$ cat config.mk
export PLATFORM = sky130hd
export DESIGN_NAME = pvmr_regs
export DESIGN_NICKNAME = d
export VERILOG_FILES = /design/src/design/pvmr_pkg.sv /design/src/design/pvmr_regs.sv
export VERILOG_INCLUDE_DIRS = /design/src /design/src/design
export SDC_FILE = /design/constraint.sdc
export NUM_CORES = 1
export LEC_CHECK = 0
export ABC_AREA = 1
export BUFFER_PORTS_ARGS = -buffer_cell sky130_fd_sc_hd__buf_2
export CORE_AREA = 2 2 114 116
export CTS_CLUSTER_SIZE = 14
export DETAILED_ROUTE_END_ITERATION = 8
export DIE_AREA = 0 0 116 118
export GPL_TIMING_DRIVEN = 0
export PLACE_DENSITY = 0.82
export SYNTH_ARGS = -nofsm -noshare
export SYNTH_HDL_FRONTEND = slang
export SYNTH_SLANG_ARGS = --single-unit
$ cat constraint.sdc
create_clock -name mclk -period 3.3 [get_ports mclk]
set_clock_uncertainty 0.15 [all_clocks]
set_input_delay 0.165 -clock mclk [delete_from_list [all_inputs] [get_ports mclk]]
set_output_delay 0.165 -clock mclk [all_outputs]
set_load 0.03 [all_outputs]
$ cat src/design/pvmr_defs.svh
`ifndef PVMR_DEFS_SVH
`define PVMR_DEFS_SVH
// management indices
`define PVMR_IDX_SPECIAL_MODES 5'h12
`define PVMR_IDX_EXT_MODE 5'h13
`define PVMR_IDX_ADV_ADDR 5'h14
`define PVMR_IDX_ADV_DATA 5'h15
// special modes fields
`define PVMR_SM_EARLY_RXDV 15
`define PVMR_SM_HD_LB_DIS 14
`define PVMR_SM_CRC_SRC 7
`define PVMR_SM_MCLK_LOW 6
`define PVMR_SM_ADDR_MSB 4
// extended mode fields
`define PVMR_EM_MODE_LSB 11
`define PVMR_EM_FIFO_LSB 9
`define PVMR_EM_LED_LSB 4
`define PVMR_EM_RSVD3 3
`define PVMR_EM_MDI01 2
`define PVMR_EM_MDI23 1
`define PVMR_EM_CPD 0
// advanced address port fields
`define PVMR_AA_READ 15
`define PVMR_AA_RSVD_LSB 7
`define PVMR_AA_ADDR_MSB 6
// reset values, and the base byte count added to the fifo field
`define PVMR_RST_FIFO 2'h0
`define PVMR_RST_LED 2'h3
`define PVMR_RST_RSVD3 1'h1
`define PVMR_RST_AA_RSVD 8'h00
`define PVMR_RST_AA_ADDR 7'h00
`define PVMR_RST_ADV_DATA 16'h0000
`define PVMR_FIFO_BASE_BYTES 3'h4
`endif

$ cat src/design/pvmr_pkg.sv
package pvmr_pkg;
   typedef logic [15:0] pvmr_word_t;
   typedef logic [4:0] pvmr_index_t;
   typedef enum logic [1:0] {
      PVMR_LED_RSVD,
      PVMR_LED_MODE1,
      PVMR_LED_MODE2,
      PVMR_LED_MODE3
   } pvmr_led_t;
endpackage

$ cat src/design/pvmr_regs.sv
`timescale 1ns/1ps
`include "pvmr_defs.svh"
module pvmr_regs
   import pvmr_pkg::*;
#(
   parameter int NUM_ADV = 13
) (
   input wire logic mclk,
   input wire logic resetn,
   input wire logic soft_reset,
   input wire logic [3:0] config_straps,
   input wire logic mgmt_wr,
   input wire logic mgmt_rd,
   input wire logic [4:0] mgmt_index,
   input wire logic [15:0] mgmt_wdata,
   output logic [15:0] mgmt_rdata,
   input wire logic [4:0] frame_phy_addr,
   output logic frame_addr_match,
   input wire logic [NUM_ADV*16-1:0] adv_reg_values,
   input wire logic mac_clk_25_sel,
   input wire logic link_10base_t,
   input wire logic link_half_duplex,
   input wire logic auto_mdix_disable,
   input wire logic auto_pair01_crossed,
   input wire logic auto_pair23_crossed,
   input wire logic pd_detect_10,
   input wire logic pd_detect_100,
   input wire logic adv_10_half,
   input wire logic adv_100_half,
   output logic early_rxdv_en,
   output logic mii_loopback_active,
   output logic crc_count_tx,
   output logic [4:0] station_address_field,
   output logic [4:0] scrambler_seed,
   output logic [4:0] operating_mode_field,
   output logic [2:0] tx_fifo_depth_bytes,
   output logic [1:0] indicator_mode_select,
   output logic pair01_crossed,
   output logic pair23_crossed,
   output logic pd_accept
);
   // the address field is seven bits wide, so at most 128 slots
   if (NUM_ADV < 1 || NUM_ADV > 128) begin : g_num_adv_check
      $error("NUM_ADV must lie in 1..128");
   end

   logic rst_s1_q;
   logic rst_s2_q;
   logic strap_load_q;
   logic early_rxdv_q;
   logic hd_lb_dis_q;
   logic crc_src_q;
   logic [4:0] station_addr_q;
   logic [4:0] mode_q;
   logic [1:0] fifo_q;
   logic [1:0] led_q;
   logic rsvd3_q;
   logic mdi01_q;
   logic mdi23_q;
   logic cpd_q;
   logic [7:0] aa_rsvd_q;
   logic [6:0] aa_addr_q;
   pvmr_word_t adv_data_q;
   pvmr_word_t rdata_q;
   logic match_q;

   // reset release through two stages
   always_ff @(posedge mclk or negedge resetn) begin
      if (!resetn) begin
         rst_s1_q <= 1'b0;
         rst_s2_q <= 1'b0;
      end else begin
         rst_s1_q <= 1'b1;
         rst_s2_q <= rst_s1_q;
      end
   end

   // strap capture pulse on the first cycle after release
   always_ff @(posedge mclk or negedge rst_s2_q) begin
      if (!rst_s2_q) begin
         strap_load_q <= 1'b1;
      end else begin
         strap_load_q <= 1'b0;
      end
   end

   function automatic logic wr_hit(input logic wr, input pvmr_index_t idx, input pvmr_index_t reg_idx);
      wr_hit = wr && (idx == reg_idx);
   endfunction

   // one slot per advanced register
   pvmr_word_t adv_slot [NUM_ADV];
   for (genvar g = 0; g < NUM_ADV; g++) begin : g_adv_slot
      assign adv_slot[g] = adv_reg_values[g*16 +: 16];
   end

   // addresses beyond the last slot latch zero
   function automatic pvmr_word_t adv_pick(input logic [6:0] sel);
      adv_pick = `PVMR_RST_ADV_DATA;
      for (int i = 0; i < NUM_ADV; i++) begin
         if (sel == 7'(i)) begin
            adv_pick = adv_slot[i];
         end
      end
   endfunction

   logic wr_sm;
   logic wr_em;
   logic wr_aa;
   assign wr_sm = wr_hit(mgmt_wr, mgmt_index, `PVMR_IDX_SPECIAL_MODES);
   assign wr_em = wr_hit(mgmt_wr, mgmt_index, `PVMR_IDX_EXT_MODE);
   assign wr_aa = wr_hit(mgmt_wr, mgmt_index, `PVMR_IDX_ADV_ADDR);

   // loopback disable, kept over soft reset
   always_ff @(posedge mclk or negedge rst_s2_q) begin
      if (!rst_s2_q) begin
         hd_lb_dis_q <= 1'b0;
      end else if (wr_sm) begin
         hd_lb_dis_q <= mgmt_wdata[`PVMR_SM_HD_LB_DIS];
      end
   end

   // station address, kept over soft reset, strap default
   always_ff @(posedge mclk or negedge rst_s2_q) begin
      if (!rst_s2_q) begin
         station_addr_q <= 5'h00;
      end else if (strap_load_q) begin
         station_addr_q <= {3'h0, config_straps[1:0]};
      end else if (wr_sm) begin
         station_addr_q <= mgmt_wdata[`PVMR_SM_ADDR_MSB:0];
      end
   end

   // operating mode, kept over soft reset, strap default
   always_ff @(posedge mclk or negedge rst_s2_q) begin
      if (!rst_s2_q) begin
         mode_q <= 5'h00;
      end else if (strap_load_q) begin
         mode_q <= {3'h0, config_straps[3:2]};
      end else if (wr_em) begin
         mode_q <= mgmt_wdata[`PVMR_EM_MODE_LSB +: 5];
      end
   end

   // special modes fields that soft reset returns to defaults
   always_ff @(posedge mclk or negedge rst_s2_q) begin
      if (!rst_s2_q) begin
         early_rxdv_q <= 1'b0;
         crc_src_q <= 1'b0;
      end else if (soft_reset) begin
         early_rxdv_q <= 1'b0;
         crc_src_q <= 1'b0;
      end else if (wr_sm) begin
         early_rxdv_q <= mgmt_wdata[`PVMR_SM_EARLY_RXDV];
         crc_src_q <= mgmt_wdata[`PVMR_SM_CRC_SRC];
      end
   end

   // extended mode fields that soft reset returns to defaults
   always_ff @(posedge mclk or negedge rst_s2_q) begin
      if (!rst_s2_q) begin
         fifo_q <= `PVMR_RST_FIFO;
         led_q <= `PVMR_RST_LED;
         rsvd3_q <= `PVMR_RST_RSVD3;
         mdi01_q <= 1'b0;
         mdi23_q <= 1'b0;
         cpd_q <= 1'b0;
      end else if (soft_reset) begin
         fifo_q <= `PVMR_RST_FIFO;
         led_q <= `PVMR_RST_LED;
         rsvd3_q <= `PVMR_RST_RSVD3;
         mdi01_q <= 1'b0;
         mdi23_q <= 1'b0;
         cpd_q <= 1'b0;
      end else begin
         if (wr_em) begin
            fifo_q <= mgmt_wdata[`PVMR_EM_FIFO_LSB +: 2];
            led_q <= mgmt_wdata[`PVMR_EM_LED_LSB +: 2];
            rsvd3_q <= mgmt_wdata[`PVMR_EM_RSVD3];
            mdi01_q <= mgmt_wdata[`PVMR_EM_MDI01];
            mdi23_q <= mgmt_wdata[`PVMR_EM_MDI23];
            cpd_q <= mgmt_wdata[`PVMR_EM_CPD];
         end
      end
   end

   // advanced address port and latched read data
   always_ff @(posedge mclk or negedge rst_s2_q) begin
      if (!rst_s2_q) begin
         aa_rsvd_q <= `PVMR_RST_AA_RSVD;
         aa_addr_q <= `PVMR_RST_AA_ADDR;
         adv_data_q <= `PVMR_RST_ADV_DATA;
      end else if (soft_reset) begin
         aa_rsvd_q <= `PVMR_RST_AA_RSVD;
         aa_addr_q <= `PVMR_RST_AA_ADDR;
         adv_data_q <= `PVMR_RST_ADV_DATA;
      end else if (wr_aa) begin
         aa_rsvd_q <= mgmt_wdata[`PVMR_AA_RSVD_LSB +: 8];
         aa_addr_q <= mgmt_wdata[`PVMR_AA_ADDR_MSB:0];
         if (mgmt_wdata[`PVMR_AA_READ]) begin
            adv_data_q <= adv_pick(mgmt_wdata[`PVMR_AA_ADDR_MSB:0]);
         end
      end
   end

   pvmr_word_t sm_word;
   pvmr_word_t em_word;
   pvmr_word_t aa_word;

   // special modes read image, reserved bits low
   always_comb begin
      sm_word = 16'h0000;
      sm_word[`PVMR_SM_EARLY_RXDV] = early_rxdv_q;
      sm_word[`PVMR_SM_HD_LB_DIS] = hd_lb_dis_q;
      sm_word[`PVMR_SM_CRC_SRC] = crc_src_q;
      sm_word[`PVMR_SM_MCLK_LOW] = mac_clk_25_sel;
      sm_word[`PVMR_SM_ADDR_MSB:0] = station_addr_q;
   end

   // extended mode read image, bits 8:6 low
   always_comb begin
      em_word = 16'h0000;
      em_word[`PVMR_EM_MODE_LSB +: 5] = mode_q;
      em_word[`PVMR_EM_FIFO_LSB +: 2] = fifo_q;
      em_word[`PVMR_EM_LED_LSB +: 2] = led_q;
      em_word[`PVMR_EM_RSVD3] = rsvd3_q;
      em_word[`PVMR_EM_MDI01] = mdi01_q;
      em_word[`PVMR_EM_MDI23] = mdi23_q;
      em_word[`PVMR_EM_CPD] = cpd_q;
   end

   // address port read image, read bit never stored
   always_comb begin
      aa_word = 16'h0000;
      aa_word[`PVMR_AA_RSVD_LSB +: 8] = aa_rsvd_q;
      aa_word[`PVMR_AA_ADDR_MSB:0] = aa_addr_q;
   end

   // read data, one cycle after the read strobe
   always_ff @(posedge mclk or negedge rst_s2_q) begin
      if (!rst_s2_q) begin
         rdata_q <= 16'h0000;
      end else if (mgmt_rd) begin
         case (mgmt_index)
            `PVMR_IDX_SPECIAL_MODES: begin
               rdata_q <= sm_word;
            end
            `PVMR_IDX_EXT_MODE: begin
               rdata_q <= em_word;
            end
            `PVMR_IDX_ADV_ADDR: begin
               rdata_q <= aa_word;
            end
            `PVMR_IDX_ADV_DATA: begin
               rdata_q <= adv_data_q;
            end
            default: begin
               rdata_q <= 16'h0000;
            end
         endcase
      end
   end

   always_ff @(posedge mclk or negedge rst_s2_q) begin
      if (!rst_s2_q) begin
         match_q <= 1'b0;
      end else begin
         match_q <= (frame_phy_addr == station_addr_q);
      end
   end

   assign mgmt_rdata = rdata_q;
   assign frame_addr_match = match_q;
   assign early_rxdv_en = early_rxdv_q;
   assign mii_loopback_active = !hd_lb_dis_q && link_10base_t && link_half_duplex;
   assign crc_count_tx = crc_src_q;
   assign station_address_field = station_addr_q;
   assign scrambler_seed = station_addr_q;
   assign operating_mode_field = mode_q;
   assign tx_fifo_depth_bytes = `PVMR_FIFO_BASE_BYTES + {1'b0, fifo_q};
   assign indicator_mode_select = led_q;
   assign pair01_crossed = auto_mdix_disable ? mdi01_q : auto_pair01_crossed;
   assign pair23_crossed = auto_mdix_disable ? mdi23_q : auto_pair23_crossed;
   assign pd_accept = cpd_q ? ((pd_detect_10 && adv_10_half) || (pd_detect_100 && adv_100_half))
                            : (pd_detect_10 || pd_detect_100);
endmodule // pvmr_regs

## Yosys cells after proc, flatten, opt, wreduce, memory -nomap -nowiden

Index checks and enable logic that the tools add are counted.

- $add $sub $neg: 1
- Equality and inequality tests: 17
- Multiplexer cells: 44
- Reductions and logical operators: 18

Operators with widths:

| cell | number |
|---|---|
| 16-bit 2-to-1 mux | 16 |
| 16-bit case mux with 4 select lines | 1 |
| 7-bit by 4-bit equality test with 1-bit output, second input constant | 5 |
| 7-bit by 3-bit equality test with 1-bit output, second input constant | 4 |
| 5-bit equality test, second input constant | 4 |
| 5-bit 2-to-1 mux | 4 |
| 8-bit 2-to-1 mux | 2 |
| 1-bit 2-to-1 mux | 15 |
| 7-bit by 2-bit equality test with 1-bit output, second input constant | 2 |
| 7-bit 2-to-1 mux | 2 |
| 2-bit nonzero test | 6 |
| 2-bit 2-to-1 mux | 4 |
| 7-bit by 1-bit equality test with 1-bit output, second input constant | 1 |
| 1-bit logical AND | 7 |
| 7-bit logical NOT | 1 |
| 5-bit equality test | 1 |
| 3-bit by 2-bit adder with 3-bit output, first input constant | 1 |
| 1-bit logical OR | 2 |
| 2-bit AND reduction | 1 |
| 1-bit logical NOT | 1 |

- Register bits: 72
- Input bits: 253
- Output and inout port bits: 43
- Word-level logic and storage cells: 99

## Logic depth before layout (Yosys ltp)

Gate-level depths: netlist of the first run.

- Word-level depth: 17
- Depth in mapped cells: 16
- Depth with buffers taken out: 15

## Worst setup path after synthesis of the first run

OpenSTA, ideal clock, no wires.

- Path type: input -> register
- From: in mgmt_wdata[6]
- To: reg adv_data_q[10]
- Library setup time: 116 ps
- Arrival: 1331 ps
- Required time: 3034 ps
- Path slack: 1702 ps
- Stages: 12
- Path buffers: 1
- Path through: inv_1 -> nand2_4 -> inv_2 -> nand2_2 -> nor2_4 -> inv_2 -> buf_2 -> or2_1 -> nand2_1 -> nand2_1 -> nand2_1 -> nand2_1

- Word-level cells in the longest chain between the ends: 17
- Elaborated cells between the ends (all ways): 29
- Those cells by class: 12 x eq/ne; 16 x mux; 1 x reduce/logical

Ends and longest elaborated chain:

| item | RTL line | source |
|---|---|---|
| start, declared | pvmr_regs.sv:15 | `input wire logic [15:0] mgmt_wdata,` |
| 7-bit logical NOT | pvmr_regs.sv:101 | `if (sel == 7'(i)) begin` |
| 16-bit 2-to-1 mux (12 in series) | pvmr_regs.sv:101 |  |
| 16-bit 2-to-1 mux (*) | pvmr_regs.sv:101 |  |
| 16-bit 2-to-1 mux (*) | pvmr_regs.sv:200 | `` if (mgmt_wdata[`PVMR_AA_READ]) begin `` |
| 16-bit 2-to-1 mux (*) | pvmr_regs.sv:197 | `end else if (wr_aa) begin` |
| 16-bit 2-to-1 mux (*) | pvmr_regs.sv:193 | `end else if (soft_reset) begin` |
| end signal, assigned | pvmr_regs.sv:192 | `` adv_data_q <= `PVMR_RST_ADV_DATA; `` |
| end signal, assigned | pvmr_regs.sv:196 | `` adv_data_q <= `PVMR_RST_ADV_DATA; `` |
| end signal, assigned | pvmr_regs.sv:201 | `` adv_data_q <= adv_pick(mgmt_wdata[`PVMR_AA_ADDR_MSB:0]); `` |
| end, declared | pvmr_regs.sv:63 | `pvmr_word_t adv_data_q;` |

Mark *: on every way between the ends. The rest lies on a longest branch, timed or not. The select of a mux whose other input is x is not followed.
A chain may end at the register's enable or synchronous reset.

## Worst setup path in the final report of the first run

- From: in mgmt_wdata[4]
- To: reg adv_data_q[13]

The elaborated chain is that of the path after synthesis.

==> qor.yml, run 1 <==
synth:
  ys.flop_type: "dfrtp_1"
  ys_seq_area_frac: 0.341
  synth_top_area_share: 0.321
  yosys_warnings: 0
  synthDistinctLibCells: 38
  synthTopCellsByCount: "297 x nand2_1, 113 x nor2_1, 105 x inv_1"
  synth_edf_count: 0
  async_reset_ff_frac: 1.00
  synth.area.top_cells: "dfrtp_1 32%, nand2_1 21%, nor2_1 8.0%"
  netlist_instances: 847
  synth.most_common_cell: "nand2_1"
  synth_top_area_cell: "dfrtp_1"
  synth_area_sq_um: 5300
  ys_ff_latch: 72
  postSynthAreaPerCell_sq_um: 6.26
global_route:
  grt_pass1_vias: 6545
  grt_antenna_before_repair: 2
  grt_pass1_wl_um: 33300
  grt_usage: 0.320
  overflow: 0
  grt_max_degree: 71
drt:
  vias_per_cell: 5.03
  postRouteAntennaNets: 0
  firstDrtPassIters: 6
  wl_um: 22200
  avgRoutedWirePerCell_um: 16.5
  vias: 6774
  drcViolationCount: 0
  drt-initial-drc-count: 490
worst_setup_path:
  critPathKind: "input pin to register"
  cp-end-kind: "register"
  startpoint_type: "input pin"
  r2r_setup_slack_ns: 1.11
  reg2reg_from: "strap_load_q$_DFF_PN1_"
  required_ns: 3.38
  worstPathArrival_ns: 2.64
  crit_start: "mgmt_wdata[4]"
  cp_max_fo: 10
min_path:
  min_from: "adv_reg_values[204]"
  hold_class: "input pin to register"
final_layout:
  drive_gt1_frac: 0.326
  area_growth_pct: 40.9
  nets: 1422
  final_area_sq_um: 7470
  instances_no_fill: 1348
place:
  io_buffers: 292
  postPlaceCellArea_sq_um: 6990
  dpl.hpwl_um: 17800
  place_inst: 1312
  gp_congestion: 0.957
power:
  combPwrFrac: 0.169
  switchingPower_uw: 610
  clockPowerShare: 0.421
  swShare: 0.268
  power.density_nw_per_um2: 305
  seq_power_share: 0.410
  leakagePower_nw: 4.25
  finalPower_mw: 2.28
  p_int_mw: 1.67
  vdd_drop_max_mv: 0.276
floorplanning:
  start_util: 0.427
  row_count: 41
  die_y_um: 118
  io_pins: 296
  fp.dieArea_sq_um: 13700
  core_sq_um: 12400
  die_w_um: 116
clock_tree:
  cts_buffer_depth: 2
  clk_latency_ns: 0.34
  clkSinkCount: 72
  cts_resized: 0
  clkSlewWorstSetupHoldPaths_ns: 0.06
  cts-root-buf: "clkbuf_16"
  numCtsBuffers: 9
  cts_tree: "yes"
  htreeDepth: 3
sta:
  max_slew.worst_pin.slew_ns: 0.880
  rsz0062_at_grt: "no"
  slew_viol_final: 0
  maxSlewHeadroom: 0.413
  final-setup-viol-count: 0
  final_hold_viol_count: 1
  finalCritPeriodShare: 0.777
  clock.fmax_mhz: 390
  min_period_ns: 2.56
  fin_tns_setup_ns: 0
  hold_ws_ns: -0.00123
run:
  cap_viol_max_count: 0
outcome:
  violations: "hold timing"
  outcome: "finished, violations left"
layout make-up:
type / count / area [sq um]
Antenna cell: 2 / 5.00
Buffer: 29 / 158
Clock buffer: 10 / 229
Clock inverter: 6 / 68.8
Fill cell: 1275 / 4940
Inverter: 121 / 454
Multi-Input combinational cell: 626 / 2890
Sequential cell: 72 / 1810
Tap cell: 172 / 215
Timing Repair Buffer: 310 / 1640
layout by cell type, fill, tap and decap left out, types with 12 or more instances in the layout:
| master | instances |
|---|---|
| nor2_1 | 113 |
| or2_2 | 13 |
| dfrtp_1 | 67 |
| a21oi_1 | 14 |
| nand4_1 | 20 |
| nand3_1 | 64 |
| inv_2 | 14 |
| buf_2 | 301 |
| dlygate4sd3_1 | 18 |
| o21ai_0 | 30 |
| o22ai_1 | 13 |
| inv_1 | 105 |
| clkbuf_1 | 12 |
| nand2_1 | 297 |
layer usage:
metal / global-route usage / wire length (um) / part of all wire / vias up
met3: 0.0639 / 1890 / 0.085 / 65
met2: 0.517 / 10300 / 0.46 / 382
li1: - / - / - / 3297
met5: 0 / 0 / 0 / -
met1: 0.411 / 9160 / 0.41 / 3030
met4: 0.139 / 919 / 0.041 / 0
timing repair:
action | 4_1_cts | 5_1_grt
setup buffers | 0 | 0
endpoints found under the hold margin | 18 | 0
hold buffers | 18 | 0
power by group through the flow:
stage | Combinational, mW | Clock (mW) | Sequential [mW]
global placement | 0.357 | 0 | 0.949
detailed placement | 0.358 | 0 | 0.950
global route | 0.420 | 1.00 | 0.939
CTS | 0.380 | 0.967 | 0.935
finish | 0.386 | 0.959 | 0.934
floorplan | 0.130 | 0 | 0.961
state kept, by name, summed over array words and instances, names as in the netlist:
| register | count |
|---|---|
| aa_addr_q | 7 |
| aa_rsvd_q | 8 |
| adv_data_q | 16 |
| cpd_q | 1 |
| crc_count_tx | 1 |
| early_rxdv_en | 1 |
| fifo_q | 2 |
| frame_addr_match | 1 |
| hd_lb_dis_q | 1 |
| indicator_mode_select | 2 |
| mdi01_q | 1 |
| mdi23_q | 1 |
| mgmt_rdata | 16 |
| operating_mode_field | 5 |
| rst_s1_q | 1 |
| rst_s2_q | 1 |
| rsvd3_q | 1 |
| scrambler_seed | 5 |
| strap_load_q | 1 |
worst max-delay path, cell delays in order:
cell and delay, ns:
dlygate4sd3_1 0.53, buf_2 0.15, nor2_4 0.05, nand2_4 0.11, inv_2 0.07, buf_6 0.15
buf_2 0.19, nand3_1 0.10, nand2_1 0.08, nor2_1 0.08, nand4_1 0.08, nor2_1 0.34
nand3_1 0.20, nand2_1 0.10, nand3_1 0.10, nand2_1 0.08, nand2_1 0.05
cell families (layout without fill, tap and decap cells):
| kind of cell | count (synthesis) | after routing | synth area share |
|---|---|---|---|
| simple gates | 537 | 537 | 0.441 |
| buf+inv | 150 | 476 | 0.115 |
| compound gates | 80 | 80 | 0.0906 |
| flops | 72 | 72 | 0.341 |
| xor+xnor | 4 | 4 | 0.00661 |
| other cells | 2 | 5 | 0.00142 |
| mux | 2 | 2 | 0.00425 |
path summary, 6_finish.rpt:
| kind | cells after the start | end |
|---|---|---|
| worst max-delay path | 17 | adv_data_q[13]$_DFFE_PN0P_ |
| worst min register to register | 0 | rst_s2_q$_DFF_PN0_ |
| max in group asynchronous | 0 | operating_mode_field[4]$_DFFE_PN0P_ |
| worst min-delay path | 5 | adv_data_q[12]$_DFFE_PN0P_ |
| worst max register to register | 4 | operating_mode_field[1]$_DFFE_PN0P_ |
| min in group asynchronous | 0 | adv_data_q[10]$_DFFE_PN0P_ |
stage by stage:
stage | setup WS, ns | utilization
6_report | 0.737 | 0.602
5_1_grt | 0.597 | 0.602
4_1_cts | 0.762 | 0.601
3_5_place_dp | 0.930 | 0.563
3_3_place_gp | 0.295 | 0.562
2_1_floorplan | 1.00 | -
Power figures use the tool's default switching activity.
==> inputs of run 2 (changes only) <==
--- a/config.mk
+++ b/config.mk
@@ -8,10 +8,9 @@
 export LEC_CHECK = 0
 export ABC_AREA = 1
 export BUFFER_PORTS_ARGS = -buffer_cell sky130_fd_sc_hd__buf_2
-export CORE_AREA = 2 2 114 116
+export CORE_UTILIZATION = 41
 export CTS_CLUSTER_SIZE = 14
 export DETAILED_ROUTE_END_ITERATION = 8
-export DIE_AREA = 0 0 116 118
 export GPL_TIMING_DRIVEN = 0
 export PLACE_DENSITY = 0.82
 export SYNTH_ARGS = -nofsm -noshare
==> constraint.sdc (replaced) <==
create_clock -name mclk -period 2.1 [get_ports mclk]
set_clock_uncertainty 0.15 [all_clocks]
set_input_delay 0.105 -clock mclk [delete_from_list [all_inputs] [get_ports mclk]]
set_output_delay 0.105 -clock mclk [all_outputs]
set_load 0.03 [all_outputs]
==> run 2 against run 1 <==
Compared with the run above: the flow still finishes with violations (hold timing); clock power increased by 73%; utilization up 1.8 points; final cell count grew 2.3%; clock-buffer cell count unchanged; die area down 2.2%; cell area rose by 4.6%.
==> qor.yml, run 2 (synthesis results as in run 1) <==
floorplanning:
  die_w_um: 116  # about the same
  row_count: 41  # unchanged
  start_util: 0.420  # was 0.427
  fp.dieArea_sq_um: 13400  # was 13700 sq um
  core_sq_um: 12600  # was 12400 sq um
  die_y_um: 116  # was 118 um
  io_pins: 296  # unchanged
final_layout:
  final_cell_mix: "301 x buf_2, 297 x nand2_1, 112 x nor2_1"  # was 301 x buf_2, 297 x nand2_1, 113 x nor2_1
  area_growth_pct: 47.4  # was 40.9%
  drive_gt1_frac: 0.324  # was 0.326
  final_common_cell: "buf_2"  # unchanged
  nets: 1453  # was 1422
  final_util: 0.619  # was 0.602
clock_tree:
  numCtsBuffers: 9  # unchanged
  cts_tree: "yes"  # unchanged
  clkSinkCount: 72  # unchanged
  cts_buffer_depth: 2  # unchanged
  htreeDepth: 3  # unchanged
  clk_latency_ns: 0.33  # was 0.34 ns
  cts-root-buf: "clkbuf_16"  # unchanged
  clkSlewWorstSetupHoldPaths_ns: 0.06  # about the same
outcome:
  outcome: "finished, violations left"  # unchanged
  violations: "hold timing"  # unchanged
power:
  power.density_nw_per_um2: 483  # was 305 nW/um^2
  vdd_drop_max_mv: 0.376  # was 0.276 mV
  leakagePower_nw: 4.41  # was 4.25 nW
global_route:
  grt_antenna_before_repair: 2  # unchanged
  grt_pass1_wl_um: 33800  # was 33300 um
  grt_pass1_vias: 6527  # was 6545
  grt_max_degree: 71  # unchanged
  top_usage_layer: "met2"  # unchanged
  grt_usage: 0.338  # was 0.320
  overflow: 0  # unchanged
  grt_use_met3: 0.0413  # was 0.0639
  grt_util_met1: 0.451  # was 0.411
  use_met2: 0.566  # was 0.517
place:
  dpl.hpwl_um: 17500  # was 17800 um
  preCtsSetupSlack_ns: -0.177  # was 0.930 ns
  io_buffers: 292  # unchanged
  gp_congestion: 0.999  # was 0.957
worst_setup_path:
  cp-end-kind: "register"  # unchanged
  crit_slowest_cell: "buf_2"  # was dlygate4sd3_1
  cp_max_fo: 10  # unchanged
  worstPathArrival_ns: 2.09  # was 2.64 ns
  crit_top_cell: "nand2_1"  # unchanged
  critical_path.top_delay_family: "simple AND/OR/NAND/NOR gates"  # unchanged
  startpoint_type: "input pin"  # unchanged
  critPathKind: "input pin to register"  # unchanged
  critPathMaxStageDelay_ns: 0.32  # was 0.53 ns
  required_ns: 2.17  # was 3.38 ns
  crit_chain: "buf_2, inv_2, nand4_2, nor2_4, buf_2, nand2_1, nand2_1, nand4_1, nor2_1, nand4_1, nand2_1, nand2_1"  # was dlygate4sd3_1, buf_2, nor2_4, nand2_4, inv_2, buf_6, buf_2, nand3_1, nand2_1, nor2_1, nand4_1, nor2_1, nand3_1, nand2_1, nand3_1, nand2_1, nand2_1
  critical_path_buf_inv_count: 3  # was 5
sta:
  max_slew.worst_pin.slew_ns: 0.871  # was 0.880 ns
  slew_viol_final: 0  # unchanged
  min_period_ns: 2.02
  final-setup-viol-count: 0  # unchanged
  final_hold_viol_count: 1  # unchanged
  finalCritPeriodShare: 0.963
  maxSlewHeadroom: 0.419  # was 0.413
  worst_slack_ns: 0.0785  # was 0.737 ns
  hold_ws_ns: -0.000339  # was -0.00123 ns
  clock.fmax_mhz: 495
  rsz0062_at_grt: "no"  # unchanged
drt:
  wl_um: 22500  # was 22200 um
  drcViolationCount: 0  # unchanged
  drt-initial-drc-count: 606  # was 490
  postRouteAntennaNets: 0  # unchanged
  avgRoutedWirePerCell_um: 16.3  # was 16.5 um
  firstDrtPassIters: 5  # was 6
  vias_per_cell: 5.01  # was 5.03
  vias: 6915  # was 6774
min_path:
  hold_class: "input pin to register"  # unchanged
run:
  cap_viol_max_count: 0  # unchanged
run 2: cell types whose count changed in the layout (fill, tap and decap cells not counted), sizes merged:
cell         delta
buf             +3
dlygate4sd3    +28
clkinv          -1
bufinv          +1
run 2: through the flow:
step	cells	setup TNS, ns	hold slack [ns]	power (mW)	instance area (sq um)
after global placement	1312	-0.587	-0.258	2.05	6980
after detailed placement	1312	-0.554	-0.257	2.05	6990
after floorplan	848	0	-0.341	1.71	5310
final	1379	0	-0.000339	3.77	7820
after CTS	1374	0	0.000642	3.77	7780
after global routing	1379	0	0.0288	3.90	7820
run 2: area by class of cell:
cell class	count	area, sq um
Fill cell	1207	4800
Multi-Input combinational cell	626	2900
Timing Repair Buffer	341	1940
Sequential cell	72	1810
Inverter	121	458
Clock buffer	10	239
Tap cell	172	215
Buffer	29	158
Clock inverter	6	91.3
Antenna cell	2	5.00
run 2: path summary, 6_finish.rpt:
path | from | endpoint | slack, ns | depth (start not counted)
setup / recovery | mgmt_wdata[3] | adv_data_q[5]$_DFFE_PN0P_ | 0.08 | 12
hold reg to reg | rst_s1_q$_DFF_PN0_ | rst_s2_q$_DFF_PN0_ | 0.20 | 0
setup reg to reg | strap_load_q$_DFF_PN1_ | scrambler_seed[1]$_DFFE_PN0P_ | 0.12 | 4
max in group asynchronous | rst_s2_q$_DFF_PN0_ | scrambler_seed[0]$_DFFE_PN0P_ | 0.93 | 0
hold / removal | adv_reg_values[153] | adv_data_q[9]$_DFFE_PN0P_ | -0.0003 | 5
min in group asynchronous | rst_s2_q$_DFF_PN0_ | aa_rsvd_q[5]$_DFFE_PN0P_ | 0.31 | 0
run 2: timing repair:
item,CTS,global route
hold buffers,46,0
gates resized for setup,0,4
setup endpoints to repair,0,2
setup buffers,0,3
endpoints found under the hold margin,51,0
run 2: routing by layer:
metal	part of all wire	up-vias
met4	0.031	0
li1	-	3364
met3	0.076	56
met5	0	-
met2	0.47	378
met1	0.43	3117
run 2: worst register-to-register path: stages (launching register included):
cell and delay (ns):
dfstp_2 0.61, clkinvlp_4 0.25, o22ai_1 0.23, dlygate4sd3_1 0.58, a31oi_1 0.04
run 2: power breakdown:
part | switching [mW] | leakage, nW | internal [mW]
registers | 0.0472 | 0.972 | 1.42
clock network | 0.581 | 0.163 | 1.08
logic | 0.337 | 3.27 | 0.311
total | 0.965 | 4.41 | 2.81
